### src/flash_space_pkg.sv
// Contract
// - Non-array spaces take a full 24-bit address though few locations are defined.
// - Main array splits into uniform erase sectors of 4 kbytes.
// - Array holds 512, 1024 or 2048 sectors, ending 1FFFFFh, 3FFFFFh, 7FFFFFh.
// - Low twelve address bits run within a sector; upper bits pick the sector.
// - Four security regions of 256 bytes each, outside the main array.
// - A region whose one-time lock bit is programmed stays protected forever.
// - Region 0 holds the parameter data, also readable by the parameter read.
// - Regions 1 to 3 erase, program and lock independently.
// - Region n sits at n times 1000h, offsets 00h to FFh.
// - Command 5Ah reads the separate parameter space, not the array.
// - Parameter space opens with a header giving revisions and table pointers.
// - Header points to a basic flash table and a sector map table.
// - Stored order is header, vendor table, basic table, sector map.
// - Parameter space is factory content; host writes to it are ignored.
// - Header at 0000h, first table 0080h, reserved 00C0h-00F7h, unique id 00F8h-00FFh.
// - Bytes 00h to 03h return 53h, 46h, 44h, 50h.
//
// Constants and carrier types for the flash address-space decoder.
// Assumes one 20 MHz system clock; the link pins are asynchronous to it.
package flash_space_pkg;

	// ==========================================================
	// Link framing
	localparam int CMD_BITS = 8;
	localparam int ADDR_BITS = 24;
	localparam int FRAME_BITS = CMD_BITS + ADDR_BITS;
	localparam logic [5:0] FRAME_LAST = 6'h1f;

	// ==========================================================
	// Command codes
	localparam logic [7:0] CMD_READ_PARAM = 8'h5a;
	localparam logic [7:0] CMD_READ_ARRAY = 8'h03;
	localparam logic [7:0] CMD_READ_SEC = 8'h48;
	localparam logic [7:0] CMD_PROG_SEC = 8'h42;
	localparam logic [7:0] CMD_ERASE_SEC = 8'h44;

	// ==========================================================
	// Address map
	localparam int SECTOR_SHIFT = 12;
	localparam int SECTOR_BYTES = 4096;
	localparam int SECTORS_MAX = 2048;
	localparam int REGION_COUNT = 4;
	localparam int REGION_BYTES = 256;
	localparam int REGION_LSB = 12;
	localparam logic [7:0] PARAM_HDR_BASE = 8'h00;
	localparam logic [7:0] PARAM_VENDOR_BASE = 8'h80;
	localparam logic [7:0] PARAM_BASIC_BASE = 8'h90;
	localparam logic [7:0] PARAM_SECMAP_BASE = 8'hb0;
	localparam logic [7:0] PARAM_UID_BASE = 8'hf8;
	localparam logic [7:0] PARAM_BLANK = 8'hff;
	localparam logic [7:0] SIG_S = 8'h53;
	localparam logic [7:0] SIG_F = 8'h46;
	localparam logic [7:0] SIG_D = 8'h44;
	localparam logic [7:0] SIG_P = 8'h50;
	localparam logic [7:0] HDR_MINOR = 8'h06;
	localparam logic [7:0] HDR_MAJOR = 8'h01;
	localparam logic [7:0] HDR_TABLES_M1 = 8'h02;
	localparam logic [7:0] ID_VENDOR_TBL = 8'h81;
	localparam logic [7:0] ID_BASIC_TBL = 8'h00;
	localparam logic [7:0] ID_SECMAP_TBL = 8'h81;
	localparam logic [7:0] TBL_VENDOR_DW = 8'h04;
	localparam logic [7:0] TBL_BASIC_DW = 8'h08;
	localparam logic [7:0] TBL_SECMAP_DW = 8'h04;

	// ==========================================================
	// Types
	typedef enum logic [1:0] {SPACE_NONE, SPACE_ARRAY, SPACE_SECURITY, SPACE_PARAM} space_type;

	typedef struct packed {
		space_type space;
		logic [ADDR_BITS-1:0] addr;
		logic [10:0] sector;
		logic [1:0] region;
		logic [7:0] offset;
		logic defined;
		logic write_req;
		logic reject;
		logic [7:0] rom_byte;
	} decode_type;

	typedef enum {ST_IDLE, ST_SHIFT, ST_DONE} frame_state_type;

endpackage

### src/flash_space_map.sv
// Serial front end and address-space decoder for a serial flash device.
// Assumes link pins come straight from package balls, asynchronous to clk_in;
// lock bits come from the status word logic on clk_in.
`timescale 1ns/100ps

module flash_space_map #(
	parameter int SECTORS = 2048,
	parameter logic [63:0] UNIQUE_ID = 64'h0123_4567_89ab_cdef
) (
	// Clock and reset
	input wire logic clk_in,
	input wire logic rst_n_in,
	// Serial link
	input wire logic sck_in,
	input wire logic cs_n_in,
	input wire logic si_in,
	// Status word lock bits, one per security region
	input wire logic [3:0] lock_bits_in,
	// Decoded access
	output logic decode_valid_out,
	output flash_space_pkg::decode_type decode_out
);

	// ==========================================================
	// Elaboration checks
	if (SECTORS != 512 && SECTORS != 1024 && SECTORS != 2048) begin : g_bad_sectors
		$error("SECTORS must be 512, 1024 or 2048");
	end

	localparam logic [24:0] ARRAY_END = 25'(SECTORS * flash_space_pkg::SECTOR_BYTES);

	// ==========================================================
	// Reset release
	logic rst_meta_q, rst_q;
	always_ff @(posedge clk_in or negedge rst_n_in) begin
		if (!rst_n_in) begin
			rst_meta_q <= 1'b0;
			rst_q <= 1'b0;
		end else begin
			rst_meta_q <= 1'b1;
			rst_q <= rst_meta_q;
		end
	end

	// ==========================================================
	// Pin synchronisers
	logic [2:0] pin_meta_q, pin_sync_q;
	logic sck_prev_q;
	always_ff @(posedge clk_in or negedge rst_q) begin
		if (!rst_q) begin
			pin_meta_q <= 3'h2;
			pin_sync_q <= 3'h2;
			sck_prev_q <= 1'b0;
		end else begin
			pin_meta_q <= {si_in, cs_n_in, sck_in};
			pin_sync_q <= pin_meta_q;
			sck_prev_q <= pin_sync_q[0];
		end
	end

	logic sck_rise, cs_active, si_bit;
	assign sck_rise = pin_sync_q[0] && !sck_prev_q;
	assign cs_active = !pin_sync_q[1];
	assign si_bit = pin_sync_q[2];

	// ==========================================================
	// Frame capture: command byte then a full 24-bit address
	flash_space_pkg::frame_state_type state_q, state_d;
	logic [31:0] shift_q, shift_d;
	logic [5:0] count_q, count_d;
	logic frame_done;

	always_comb begin
		state_d = state_q;
		shift_d = shift_q;
		count_d = count_q;
		frame_done = 1'b0;
		case (state_q)
			flash_space_pkg::ST_IDLE: begin
				count_d = 6'h00;
				if (cs_active) begin
					state_d = flash_space_pkg::ST_SHIFT;
				end
			end
			flash_space_pkg::ST_SHIFT: begin
				if (!cs_active) begin
					state_d = flash_space_pkg::ST_IDLE;
				end else if (sck_rise) begin
					shift_d = {shift_q[30:0], si_bit};
					count_d = count_q + 6'h01;
					if (count_q == flash_space_pkg::FRAME_LAST) begin
						state_d = flash_space_pkg::ST_DONE;
						frame_done = 1'b1;
					end
				end
			end
			flash_space_pkg::ST_DONE: begin
				// Data phase belongs to the datapath; wait for deselect
				if (!cs_active) begin
					state_d = flash_space_pkg::ST_IDLE;
				end
			end
			default: begin
				state_d = flash_space_pkg::ST_IDLE;
			end
		endcase
	end

	always_ff @(posedge clk_in or negedge rst_q) begin
		if (!rst_q) begin
			state_q <= flash_space_pkg::ST_IDLE;
			shift_q <= 32'h0000_0000;
			count_q <= 6'h00;
		end else begin
			state_q <= state_d;
			shift_q <= shift_d;
			count_q <= count_d;
		end
	end

	// ==========================================================
	// Parameter space contents
	function automatic logic [7:0] param_byte(input logic [7:0] off);
		logic [7:0] b;
		b = flash_space_pkg::PARAM_BLANK;
		case (off)
			8'h00: b = flash_space_pkg::SIG_S;
			8'h01: b = flash_space_pkg::SIG_F;
			8'h02: b = flash_space_pkg::SIG_D;
			8'h03: b = flash_space_pkg::SIG_P;
			8'h04: b = flash_space_pkg::HDR_MINOR;
			8'h05: b = flash_space_pkg::HDR_MAJOR;
			8'h06: b = flash_space_pkg::HDR_TABLES_M1;
			// Table headers at 08h, 10h, 18h
			8'h08: b = flash_space_pkg::ID_VENDOR_TBL;
			8'h0b: b = flash_space_pkg::TBL_VENDOR_DW;
			8'h0c: b = flash_space_pkg::PARAM_VENDOR_BASE;
			8'h10: b = flash_space_pkg::ID_BASIC_TBL;
			8'h13: b = flash_space_pkg::TBL_BASIC_DW;
			8'h14: b = flash_space_pkg::PARAM_BASIC_BASE;
			8'h18: b = flash_space_pkg::ID_SECMAP_TBL;
			8'h1b: b = flash_space_pkg::TBL_SECMAP_DW;
			8'h1c: b = flash_space_pkg::PARAM_SECMAP_BASE;
			8'h09, 8'h11, 8'h19: b = flash_space_pkg::HDR_MINOR;
			8'h0a, 8'h12, 8'h1a: b = flash_space_pkg::HDR_MAJOR;
			8'h0d, 8'h0e, 8'h15, 8'h16, 8'h1d, 8'h1e: b = 8'h00;
			default: begin
				if (off >= flash_space_pkg::PARAM_UID_BASE) begin
					b = UNIQUE_ID[{off[2:0], 3'h0} +: 8];
				end
			end
		endcase
		return b;
	endfunction

	// ==========================================================
	// Address-space decode
	flash_space_pkg::decode_type dec_d, dec_q;
	logic valid_d, valid_q;
	logic [7:0] cmd;
	logic [23:0] addr;
	assign cmd = shift_d[31:24];
	assign addr = shift_d[23:0];

	always_comb begin
		dec_d = dec_q;
		valid_d = frame_done;
		if (frame_done) begin
			dec_d = '0;
			dec_d.addr = addr;
			dec_d.offset = addr[7:0];
			dec_d.sector = addr[22:flash_space_pkg::SECTOR_SHIFT];
			dec_d.region = addr[flash_space_pkg::REGION_LSB +: 2];
			dec_d.rom_byte = flash_space_pkg::PARAM_BLANK;
			case (cmd)
				flash_space_pkg::CMD_READ_ARRAY: begin
					dec_d.space = flash_space_pkg::SPACE_ARRAY;
					dec_d.defined = {1'b0, addr} < ARRAY_END;
				end
				flash_space_pkg::CMD_READ_PARAM: begin
					dec_d.space = flash_space_pkg::SPACE_PARAM;
					dec_d.defined = addr[23:8] == 16'h0000;
					dec_d.rom_byte = param_byte(addr[7:0]);
				end
				flash_space_pkg::CMD_READ_SEC, flash_space_pkg::CMD_PROG_SEC,
				flash_space_pkg::CMD_ERASE_SEC: begin
					dec_d.space = flash_space_pkg::SPACE_SECURITY;
					dec_d.defined = addr[23:14] == 10'h000 && addr[11:8] == 4'h0;
					dec_d.write_req = cmd != flash_space_pkg::CMD_READ_SEC;
					if (dec_d.region == 2'h0) begin
						dec_d.rom_byte = param_byte(addr[7:0]);
					end
					// Region 0 is factory content; others follow own lock bit
					dec_d.reject = dec_d.write_req && (!dec_d.defined
						|| dec_d.region == 2'h0
						|| lock_bits_in[dec_d.region]);
				end
				default: begin
					dec_d.space = flash_space_pkg::SPACE_NONE;
				end
			endcase
		end
	end

	always_ff @(posedge clk_in or negedge rst_q) begin
		if (!rst_q) begin
			dec_q <= '0;
			valid_q <= 1'b0;
		end else begin
			dec_q <= dec_d;
			valid_q <= valid_d;
		end
	end

	assign decode_out = dec_q;
	assign decode_valid_out = valid_q;

	// ==========================================================
	// Checks
	// Edge count kept apart from the shifter, so a miscounting shifter shows
	logic [5:0] edges_q, edges_d;
	always_comb begin
		edges_d = edges_q;
		if (!cs_active) begin
			edges_d = '0;
		end else if (sck_rise && edges_q != '1) begin
			edges_d = edges_q + 6'h01;
		end
	end

	always_ff @(posedge clk_in or negedge rst_q) begin
		if (!rst_q) begin
			edges_q <= '0;
		end else begin
			edges_q <= edges_d;
		end
	end
endmodule

### config.mk
export PLATFORM = sky130hd
export DESIGN_NAME = flash_space_map
export DESIGN_NICKNAME = d
export VERILOG_FILES = /design/src/flash_space_pkg.sv /design/src/flash_space_map.sv
export SDC_FILE = /design/constraint.sdc
export NUM_CORES = 1
export LEC_CHECK = 0
export ABC_AREA = 1
export BUFFER_PORTS_ARGS = -buffer_cell sky130_fd_sc_hd__buf_2
export CAP_MARGIN = 20
export CORE_AREA = 5 5 73 124
export CTS_BUF_LIST = sky130_fd_sc_hd__clkbuf_16
export DETAILED_ROUTE_END_ITERATION = 10
export DIE_AREA = 0 0 78 129
export PLACE_DENSITY = 0.88
export SYNTH_ARGS = -nofsm -noshare
export SYNTH_HDL_FRONTEND = slang
export SYNTH_SLANG_ARGS = --single-unit
### constraint.sdc
create_clock -name clk_in -period 3.57 [get_ports clk_in]
set_clock_uncertainty 0.1 [all_clocks]
set_input_delay 0.714 -clock clk_in [delete_from_list [all_inputs] [get_ports clk_in]]
set_output_delay 0.714 -clock clk_in [all_outputs]
set_load 0.05 [all_outputs]
### Yosys cells after proc, flatten, opt, wreduce, memory -nomap -nowiden

Cells that the tools add are included.

| storage, ports and cells | value |
|---|---|
| register bits after elaboration | 138 |
| input bits | 9 |
| output and inout bits | 59 |

| operators by class | value |
|---|---|
| add/subtract/negate cells | 1 |
| $lt $le $gt $ge | 3 |
| equal/unequal tests | 42 |
| shift operators | 1 |
| mux-type cells | 25 |
| reductions and logical operators | 22 |

Operators by type and width:

| kind | count |
|---|---|
| two-way mux 32 bit | 8 |
| equality test 8 x 5 -> 1 bit (second input constant) | 14 |
| case mux 8 bit (14 select lines) | 1 |
| case mux 32 bit (3 select lines) | 1 |
| indexed part select 64 x 7 -> 8 bit (first input constant) | 1 |
| equality test 8 x 4 -> 1 bit (second input constant) | 7 |
| equality test 32 x 1 -> 1 bit (second input constant) | 1 |
| equality test 32 x 2 -> 1 bit (second input constant) | 1 |
| equality test 8 x 7 -> 1 bit (second input constant) | 4 |
| zero test 32 bit | 1 |
| equality test 8 x 2 -> 1 bit (second input constant) | 3 |
| equality test 8 x 3 -> 1 bit (second input constant) | 3 |
| < comparator 24 bit (second input constant) | 1 |
| zero test 16 bit | 1 |
| two-way mux 8 bit | 2 |
| case mux 8 bit (2 select lines) | 1 |
| two-way mux 6 bit | 2 |
| case mux 6 bit (2 select lines) | 1 |
| zero test 10 bit | 1 |
| equality test 8 x 1 -> 1 bit (second input constant) | 1 |
| >= comparator 8 bit (second input constant) | 1 |
| zero test 8 bit | 1 |
| inequality test 2 bit (second input constant) | 4 |
| inequality test 8 x 7 -> 1 bit (second input constant) | 1 |
| 21 further kinds | 32 |

### Longest topological paths before layout

Gate-level depths: netlist of run 1.

| logic depth | value |
|---|---|
| depth in word-level cells | 12 |
| gate-level depth with buffers | 18 |
| gate-level depth less buffers | 17 |

### Worst setup path before layout of run 1

No wires, ideal clock.

| timing | value |
|---|---|
| path type | register to register |
| start point | reg pin_sync_q[1] |
| end point | reg dec_q (netlist bit decode_out[0]) |
| arrival | 1.906 ns |
| required time | 3.353 ns |
| slack | 1.447 ns |
| stages on the path, launching flop included | 15 |
| buffers on the path | 1 |
| clock period less this slack | 2.123 ns |
| cells stage by stage | dfstp_2 > nor2_4 > nand3_4 > buf_6 > nand2_1 > nand2_2 > nand2_2 > nor3_1 > nor2_1 > nor2_1 > nor2_2 > nand2_2 > nand3_1 > o21ai_1 > inv_2 |

| on the way | value |
|---|---|
| longest elaborated chain between the ends | 7 |

Ends and longest elaborated chain:

| item | RTL line | source |
|---|---|---|
| start, declared | flash_space_map.sv:47 | `logic [2:0] pin_meta_q, pin_sync_q;` |
| start signal, assigned | flash_space_map.sv:56 | `pin_sync_q <= pin_meta_q;` |
| two-way mux 32 bit | flash_space_map.sv:86 | `if (!cs_active) begin` |
| two-way mux 32 bit | flash_space_map.sv:78 | `case (state_q)` |
| indexed part select 64 x 7 -> 8 bit, or another cell as far along | flash_space_map.sv:149 | `b = UNIQUE_ID[{off[2:0], 3'h0} +: 8];` |
| two-way mux 8 bit, or another cell as far along | flash_space_map.sv:148 | `if (off >= flash_space_pkg::PARAM_UID_BASE) begin` |
| case mux 8 bit (14 select lines) | flash_space_map.sv:126 | `case (off)` |
| two-way mux 8 bit | flash_space_map.sv:190 | `if (dec_d.region == 2'h0) begin` |
| case mux 8 bit (2 select lines) | flash_space_map.sv:175 | `case (cmd)` |
| end signal, assigned | flash_space_map.sv:207 | `dec_q <= '0;` |
| end signal, assigned | flash_space_map.sv:210 | `dec_q <= dec_d;` |
| end, declared | flash_space_map.sv:158 | `flash_space_pkg::decode_type dec_d, dec_q;` |

Several ways; a longest one is shown, not always the timed one.
A chain may end at the register's enable or synchronous reset.

### Final worst setup path of run 1

| timing | value |
|---|---|
| start point | reg sck_prev_q |
| end point | reg dec_q (netlist bit decode_out[5]) |

RTL lines:

| item | RTL line | source |
|---|---|---|
| start, declared | flash_space_map.sv:48 | `logic sck_prev_q;` |
| start signal, assigned | flash_space_map.sv:57 | `sck_prev_q <= pin_sync_q[0];` |
| zero test 1 bit (*) | flash_space_map.sv:62 | `assign sck_rise = pin_sync_q[0] && !sck_prev_q;` |
| logical AND 1 bit (*) | flash_space_map.sv:62 |  |
| two-way mux 32 bit (*) | flash_space_map.sv:88 | `end else if (sck_rise) begin` |
| two-way mux 32 bit (*) | flash_space_map.sv:86 |  |
| two-way mux 32 bit (*) | flash_space_map.sv:78 |  |
| named net shift_d[26] | flash_space_map.sv:69 | `logic [31:0] shift_q, shift_d;` |
| equality test 8 x 7 -> 1 bit | flash_space_map.sv:175 |  |
| OR reduction 3 bit | flash_space_map.sv:175 |  |
| case mux 8 bit (2 select lines) (*) | flash_space_map.sv:175 |  |

The timed path passes the listed nets; every way through them passes the cells marked *.

==> results of run 1 <==
[power by group through the flow]
stage                     Combinational [mW]  Clock [mW]  Sequential, mW
final                                  0.500        1.00            1.13
after global routing                   0.570        1.06            1.14
after CTS                              0.476        1.02            1.15
after detailed placement               0.467           0            1.17
after global placement                 0.451           0            1.16
after floorplan                        0.382           0            1.15
[per-stage QoR]
stage | util, % | cell area (sq um) | power (mW)
floorplan | - | 4350 | 1.53
global placement | 57.7 | 4570 | 1.61
detailed placement | 57.7 | 4570 | 1.63
CTS | 61.8 | 4890 | 2.64
global route | 62.1 | 4910 | 2.77
finish | 62.1 | 4910 | 2.64
[sequential cells by signal (all words and copies together), names as in the netlist]
signal	cells
state_q	2
pin_sync_q	3
decode_valid_out	1
rst_meta_q	1
shift_q	32
sck_prev_q	1
decode_out	37
pin_meta_q	3
rst_q	1
count_q	6
[worst min-delay path by stage]
stage / start / endpoint / slack (ns) / depth (start not counted)
detailed placement: pin_meta_q[2]$_DFF_PN0_ / pin_sync_q[2]$_DFF_PN0_ / 0.24 / 0
floorplan: pin_meta_q[0]$_DFF_PN0_ / pin_sync_q[0]$_DFF_PN0_ / 0.23 / 0
global route: rst_n_in / rst_q$_DFF_PN0_ / 0.04 / 1
global placement: pin_meta_q[0]$_DFF_PN0_ / pin_sync_q[0]$_DFF_PN0_ / 0.23 / 0
finish: rst_n_in / rst_q$_DFF_PN0_ / 0.05 / 1
CTS: rst_n_in / rst_q$_DFF_PN0_ / 0.04 / 1
[synth_stat cells (all sizes together) (2+ instances only)]
master / count / area (sq um)
nand2: 150 / 616
dfrtp: 85 / 2130
inv: 73 / 274
o21ai: 50 / 292
nor2: 41 / 204
buf: 29 / 235
nand3: 29 / 163
nor3: 13 / 70.1
nand4: 10 / 62.6
or2: 9 / 56.3
o21a: 7 / 52.6
a21oi: 6 / 30.0
clkbuf: 4 / 15.0
a31oi: 3 / 18.8
dfstp: 2 / 52.6
[logic make-up after synthesis]
family / after synthesis / share of synthesized area (%)
and+or+nand+nor: 255 / 27.4
xor gates and xnor gates: 1 / 0.201
adders and majority gates: 1 / 0.288
DFF: 87 / 50.1
buffers and inverters: 107 / 12.1
other: 1 / 0.0862
AOI/OAI and AO/OA: 70 / 9.76
[area by class of cell]
class                      instances  share of cell area, %
clock buffer                       9                   4.58
sequential                        87                   44.4
clock inverter                     7                   1.93
inverter                          74                   5.65
timing repair buffer              70                   7.74
multi-input combinational        328                   33.4
tap                               90                   2.29
[critical path: stages (launching register included)]
cell     delay (ns)
dfrtp_1        0.40
nor2_4         0.34
nand3_4        0.43
buf_4          0.36
o21ai_1        0.24
nor2_1         0.11
nand2_1        0.08
nand2_1        0.06
nand2_2        0.13
nand2_2        0.08
nand2_1        0.11
inv_2          0.05
nor2_4         0.13
nand3_1        0.11
nand2_1        0.07
inv_1          0.03
[per-layer routing]
metal  up-vias  part of all wire [%]  global-route usage [%]
li1       1726                     -                       -
met1      1724                    38                    22.4
met2       125                    53                    35.1
met3        35                   6.0                    4.76
met4         0                   3.3                    10.5
met5         -                     0                       0
==> run summary, run 1 <==
Psw - 0.791 mW
Via density - 5.43
row cnt - 43
GP Congestion - 0.978
RR Endpoint - decode_out[5]$_DFFE_PN0P_
hold slack - 0.0475 ns
worst-margin pin slew - 0.657 ns
Final Net Count - 580
Max Cap Violations - 0
Max VDD drop - 0.000337 V
setup tns final - 0 ns
switching share of power - 30.0%
cts-stage hold buffer count - 0
CP endpoint kind - flop
first-pass GRT wire length - 16,200 um
most common cell after layout, fill and taps aside - nand2_1
DRT iter0 DRCs - 233
Startpoint Class - flop
Final Hold Violating Endpoints - 0
Static Leak - 2.72 nW
Power Density - 536 nW/um^2
placed cell count - 648
Mapped Cells - 522
final worst path period share - 83.4%
Detail Placement HPWL - 6700 um
Core Box Area - 7910 sq um
worst setup path start - sck_prev_q$_DFF_PN0_
Max FO, Critical Path - 37
Setup Viol. Count Final - 0
drt total wl - 9430 um
CTS Sinks - 87
Top Ports - 68
synth unique cells - 40
Ys Warns - 0
Diodes inserted - 0
die area - 10,100 sq um
Mapped Nets - 532
PostCTS Resize Cnt - 0
Area Growth Syn to Fin - 13.0%
share of cells above drive strength 1 - 24.9%
type of the worst setup path - reg -> reg
#FFs+latches synth - 87
Root Buffer - clkbuf_16
IO buf count - 66
Setup crit end - decode_out[5]$_DFFE_PN0P_
Worst Path Arrival - 3.12 ns
vias - 3,610
number of enable flip-flop cells after synthesis - 0
Non-Filler Instances - 665
fin crit period - 2.98 ns
Clock Power Share - 38.1%
combined area of the multi-input logic cells - 1640 sq um
min-delay worst type - in -> async
H-tree depth - 3
DR pass1 iterations - 6
Rel. slew slack - 56.2%
Initial Util - 55.0%
CTS Buffer Depth - 2
sequential share of the synthesized area - 50.1%
Mapped Area - 4350 sq um
Die W - 78 um
Slew Viols, Final - 0
clk_lat worst skew - 0.34 ns
postcts setup bufs - 0
Avg WL per Cell - 14.2 um
Tot GR Track Use - 20.1%
FF-to-FF Start - sck_prev_q$_DFF_PN0_
CP required - 3.71 ns
reg-to-reg slack, setup - 0.59 ns
Register Area - 2180 sq um
GR Overflow Total - 0
Reg power frac - 43.0%
CTS tree - built
Mean Syn Cell Area - 8.33 sq um
status - finished clean
Most used DFF post-synth - dfrtp_1
RSZ-0062 raised after global routing - false
fillers - 628
pre-CTS setup slack - 0.609 ns
most frequent cells in the layout - nand2_1, dfrtp_1, buf_2
Die H - 129 um
fraction of registers with async set/reset - 100%
post-route DRC violation count - 0
vias in the first global route - 3,591
R2R depth - 15
initial antenna violation count - 0
Clock transition at path regs - 0.06 ns
total CTS buffers - 9
Max Clk Rate - 0.336 GHz
final setup margin - 0.592 ns
P_int - 1.85 mW
largest net degree at the start of global routing - 86
ANT nets after route - 0
Comb pwr share - 19.0%
(Power assumes the default switching activity.)
==> inputs of run 2 (changes only) <==
Clock period 3.57 ns to 2.82 ns, I/O delays scaled along.
==> run 2 against run 1 <==
  * Die area stayed put
  * Clock power increased by 26%
  * Register-to-register slack worse by 0.35 ns
  * Worst setup slack got worse by 0.35 ns
  * Highest routed layer unchanged
==> run summary, run 2 (same netlist as run 1, synthesis figures left out) <==
status - finished clean
vias in the first global route - 3,404
Diodes inserted - 0
post-route DRC violation count - 0
largest net degree at the start of global routing - 86
row cnt - 43
Avg WL per Cell - 13.8 um
Max Cap Violations - 0
Tot GR Track Use - 19.0%
Die H - 129 um
Core Box Area - 7910 sq um
Root Buffer - clkbuf_16
DP Area - 4610 sq um
Top Ports - 68
DR pass1 iterations - 5
pre-CTS setup slack - 0.307 ns
hold slack - 0.0579 ns
DRT iter0 DRCs - 257
R2R depth - 13
worst-margin pin slew - 0.644 ns
RSZ-0062 raised after global routing - false
min-delay worst type - reg -> async
Startpoint Class - flop
share of cells above drive strength 1 - 25.5%
crit-path cells - nor2_4 -> nand3_4 -> buf_4 -> o21ai_2 -> nand2_2 -> nor3_1 -> nor2_1 -> nor2_1 -> nor2_2 -> nand2_2 -> nand3_1 -> o21ai_1 -> inv_2
reg-to-reg slack, setup - 0.24 ns
vias - 3,564
Max Clk Rate - 0.388 GHz
Detail Placement HPWL - 6610 um
Non-Filler Instances - 670
CTS tree - built
Slew Viols, Final - 0
IO buf count - 66
ANT nets after route - 0
Initial Util - 55.0%
CP peak stage delay - 0.44 ns
Final Net Count - 585
worst setup path start - state_q[1]$_DFFE_PN0P_
initial antenna violation count - 0
most frequent cells in the layout - nand2_1, dfrtp_1, buf_2
placed cell count - 652
CTS Sinks - 87
postcts setup bufs - 0
fillers - 640
CP required - 2.95 ns
final design utilization - 62.8%
Via density - 5.32
Area Growth Syn to Fin - 14.3%
max reg flops - 37
Overall Power - 3.33 mW
Setup crit end - decode_out[0]$_DFFE_PN0P_
H-tree depth - 3
fin crit period - 2.58 ns
GP Congestion - 0.991
type of the worst setup path - reg -> reg
final instance area - 4970 sq um
Rel. slew slack - 57.0%
total CTS buffers - 9
drt total wl - 9250 um
Final Hold Violating Endpoints - 0
Clock transition at path regs - 0.06 ns
Max FO, Critical Path - 10
Setup Viol. Count Final - 0
Max VDD drop - 0.000391 V
first-pass GRT wire length - 15,200 um
Power Density - 671 nW/um^2
final worst path period share - 91.5%
most common cell after layout, fill and taps aside - nand2_1
CTS Buffer Depth - 2
FF-to-FF Start - state_q[1]$_DFFE_PN0P_
Static Leak - 2.75 nW
slowest CP cell - dfrtp_1
Register Area - 2180 sq um
die area - 10,100 sq um
combined area of the multi-input logic cells - 1640 sq um
GR Overflow Total - 0
cts-stage hold buffer count - 1
setup tns final - 0 ns
final setup margin - 0.239 ns
Die W - 78 um
RR Endpoint - decode_out[0]$_DFFE_PN0P_
clk_lat worst skew - 0.34 ns
CP endpoint kind - flop
PostCTS Resize Cnt - 0
Worst Path Arrival - 2.71 ns
-- run 2: cell count changes in the layout (fill, tap and decap cells not counted), sizes merged --
cell / change
inv: -1
dlygate4sd3: +1
buf: +4
clkinv: +1
-- run 2: final cells by class --
type	count	share of cell area, %
clock buffer	9	4.53
clock inverter	7	1.94
inverter	74	5.59
multi-input combinational	328	33.0
sequential	87	43.9
tap	90	2.27
timing repair buffer	75	8.71
-- run 2: how the worst min path moves through the flow --
stage	from	endpoint	slack (ns)	depth (start not counted)
floorplan	rst_n_in	rst_meta_q$_DFF_PN0_	0.17	0
global placement	pin_meta_q[0]$_DFF_PN0_	pin_sync_q[0]$_DFF_PN0_	0.23	0
detailed placement	pin_meta_q[2]$_DFF_PN0_	pin_sync_q[2]$_DFF_PN0_	0.24	0
CTS	cs_n_in	pin_meta_q[1]$_DFF_PN1_	0.21	1
global route	rst_q$_DFF_PN0_	pin_meta_q[0]$_DFF_PN0_	0.08	0
finish	rst_q$_DFF_PN0_	count_q[3]$_DFFE_PN0P_	0.06	0
-- run 2: metal layers --
metal	track usage [%]	part of all wire [%]
met5	0	0
met4	10.2	4.0
met3	4.06	6.7
met2	32.7	51
met1	21.9	39
-- run 2: worst max-delay path: cells and delay by family (launching register included) --
kind,cells,cell delay (ns)
flip-flops,1,0.44
AND/OR/NAND/NOR,9,1.32
AO/OA/AOI/OAI,2,0.35
buffers and inverters,2,0.27
-- run 2: power breakdown --
part           switching, mW  leakage [nW]  internal, mW
logic                  0.435          1.46         0.200
registers             0.0697          1.13          1.36
clock network          0.487         0.160         0.778
==> inputs of run 3 (changes only) <==
Settings changed: BUFFER_PORTS_ARGS -buffer_cell sky130_fd_sc_hd__buf_2 to -buffer_cell sky130_fd_sc_hd__buf_4.
==> run 3 against run 2 <==
  * Die area stayed put
  * Non-clock buffer count is 3 lower
  * Core utilization is 1.1 points higher
  * Design area is 1.7% higher
  * Cell count is 0.45% lower
  * Hold slack better by 0.17 ns
  * Via count is 2.2% lower
  * Largest power group unchanged
  * Largest cell class unchanged
  * Routed wire length is 1.7% higher
==> run summary, run 3 (same netlist as run 1, synthesis figures left out) <==
Root Buffer - clkbuf_16
Core Box Area - 7910 sq um
most frequent cells in the layout - nand2_1, dfrtp_1, buf_4
clk_lat worst skew - 0.34 ns
Worst Path Arrival - 2.62 ns
hold slack - 0.229 ns
largest net degree at the start of global routing - 58
Die W - 78 um
CP endpoint kind - flop
Max Clk Rate - 0.402 GHz
worst-margin pin slew - 0.730 ns
Max VDD drop - 0.000403 V
postcts setup bufs - 0
initial antenna violation count - 0
GR Overflow Total - 0
Startpoint Class - flop
CP peak stage delay - 0.59 ns
CTS Sinks - 87
Max Cap Violations - 0
min-delay worst type - in -> reg
Slew Viols, Final - 0
CTS Buffer Depth - 2
slowest CP cell - dfstp_2
ANT nets after route - 0
vias - 3,484
final worst path period share - 88.1%
Buf/Inv on CP - 2
DR pass1 iterations - 5
IO buf count - 66
CP top delay family - simple AND/OR/NAND/NOR gates
share of cells above drive strength 1 - 25.0%
Initial Util - 55.0%
fin crit period - 2.49 ns
Max FO, Critical Path - 53
Clock transition at path regs - 0.06 ns
Top Ports - 68
die area - 10,100 sq um
vias in the first global route - 3,483
crit-path cells - nor2_4 -> nand3_4 -> buf_12 -> nand2_1 -> o21ai_1 -> nand3_1 -> nor3_1 -> nand2_1 -> nand3_1 -> nand3_1 -> nand2_1 -> inv_1
Setup Viol. Count Final - 0
status - finished clean
Avg WL per Cell - 14.1 um
DRT iter0 DRCs - 223
CTS tree - built
pre-CTS setup slack - 0.359 ns
GP Congestion - 0.851
Rel. slew slack - 51.3%
final setup margin - 0.334 ns
fillers - 660
first-pass GRT wire length - 15,900 um
Diodes inserted - 0
Via density - 5.22
row cnt - 43
Area Growth Syn to Fin - 16.3%
Detail Placement HPWL - 6920 um
H-tree depth - 3
most common cell after layout, fill and taps aside - nand2_1
Final Hold Violating Endpoints - 0
Static Leak - 2.70 nW
total CTS buffers - 9
CP required - 2.96 ns
drt total wl - 9400 um
post-route DRC violation count - 0
reg-to-reg slack, setup - 0.33 ns
Power Density - 624 nW/um^2
setup tns final - 0 ns
Die H - 129 um
Final Net Count - 582
type of the worst setup path - reg -> reg
max reg flops - 37
RSZ-0062 raised after global routing - false
Tot GR Track Use - 19.8%
==> run 3: cell count changes in the layout (fill, tap and decap cells not counted) <==
| cell | previous run | this run |
|---|---|---|
| buf_2 | 66 | 0 |
| bufinv_16 | 2 | 0 |
| buf_16 | 1 | 0 |
| buf_4 | 6 | 69 |
| clkinv_4 | 2 | 1 |
| buf_12 | 1 | 2 |
| clkinvlp_4 | 0 | 1 |
| clkinv_1 | 1 | 2 |
| inv_6 | 1 | 2 |
==> run 3: repair_timing <==
action | 4_1_cts | 5_1_grt
hold endpoints to repair | 2 | 0
resized for setup | 0 | 0
hold buffers | 1 | 0
==> run 3: path summary, 6_finish.rpt <==
| check | cells after the start | end | start |
|---|---|---|---|
| setup / recovery | 12 | decode_out[7]$_DFFE_PN0P_ | pin_sync_q[1]$_DFF_PN1_ |
| hold / removal | 1 | pin_meta_q[2]$_DFF_PN0_ | si_in |
| setup reg to reg | 12 | decode_out[7]$_DFFE_PN0P_ | pin_sync_q[1]$_DFF_PN1_ |
| hold reg to reg | 0 | pin_sync_q[2]$_DFF_PN0_ | pin_meta_q[2]$_DFF_PN0_ |
| max in group asynchronous | 1 | shift_q[28]$_DFF_PN0_ | rst_q$_DFF_PN0_ |
| min in group asynchronous | 0 | shift_q[1]$_DFF_PN0_ | rst_q$_DFF_PN0_ |
==> run 3: per-stage QoR <==
stage	utilization, %	power (mW)	area, sq um	cells
floorplan	-	1.94	4350	522
global placement	60.3	2.05	4770	650
detailed placement	60.3	2.08	4770	650
CTS	63.9	3.19	5050	667
global route	63.9	3.34	5050	667
finish	63.9	3.16	5050	667
==> run 3: cell type report <==
class | count | area (sq um) | share of cell area [%]
clock buffers | 9 | 225 | 4.46
clock inverters | 7 | 47.5 | 0.941
inverters | 74 | 278 | 5.50
multi-input cells | 328 | 1640 | 32.5
flip-flops and latches | 87 | 2180 | 43.2
well taps | 90 | 113 | 2.23
repair buffers | 72 | 568 | 11.2
==> run 3: report_power, final <==
| part | leakage, nW | total [mW] | internal (mW) | switching, mW |
|---|---|---|---|---|
| Clock | 0.134 | 1.09 | 0.598 | 0.489 |
| Sequential | 1.13 | 1.44 | 1.36 | 0.0817 |
| Combinational | 1.44 | 0.625 | 0.199 | 0.426 |
| Total | 2.70 | 3.16 | 2.16 | 0.997 |
==> run 3: metal layers <==
metal	global-route usage (%)	vias up	part of all wire, %
li1	-	1726	-
met1	22.2	1637	38
met2	34.1	100	53
met3	5.39	21	5.3
met4	10.2	0	4.1
met5	0	-	0
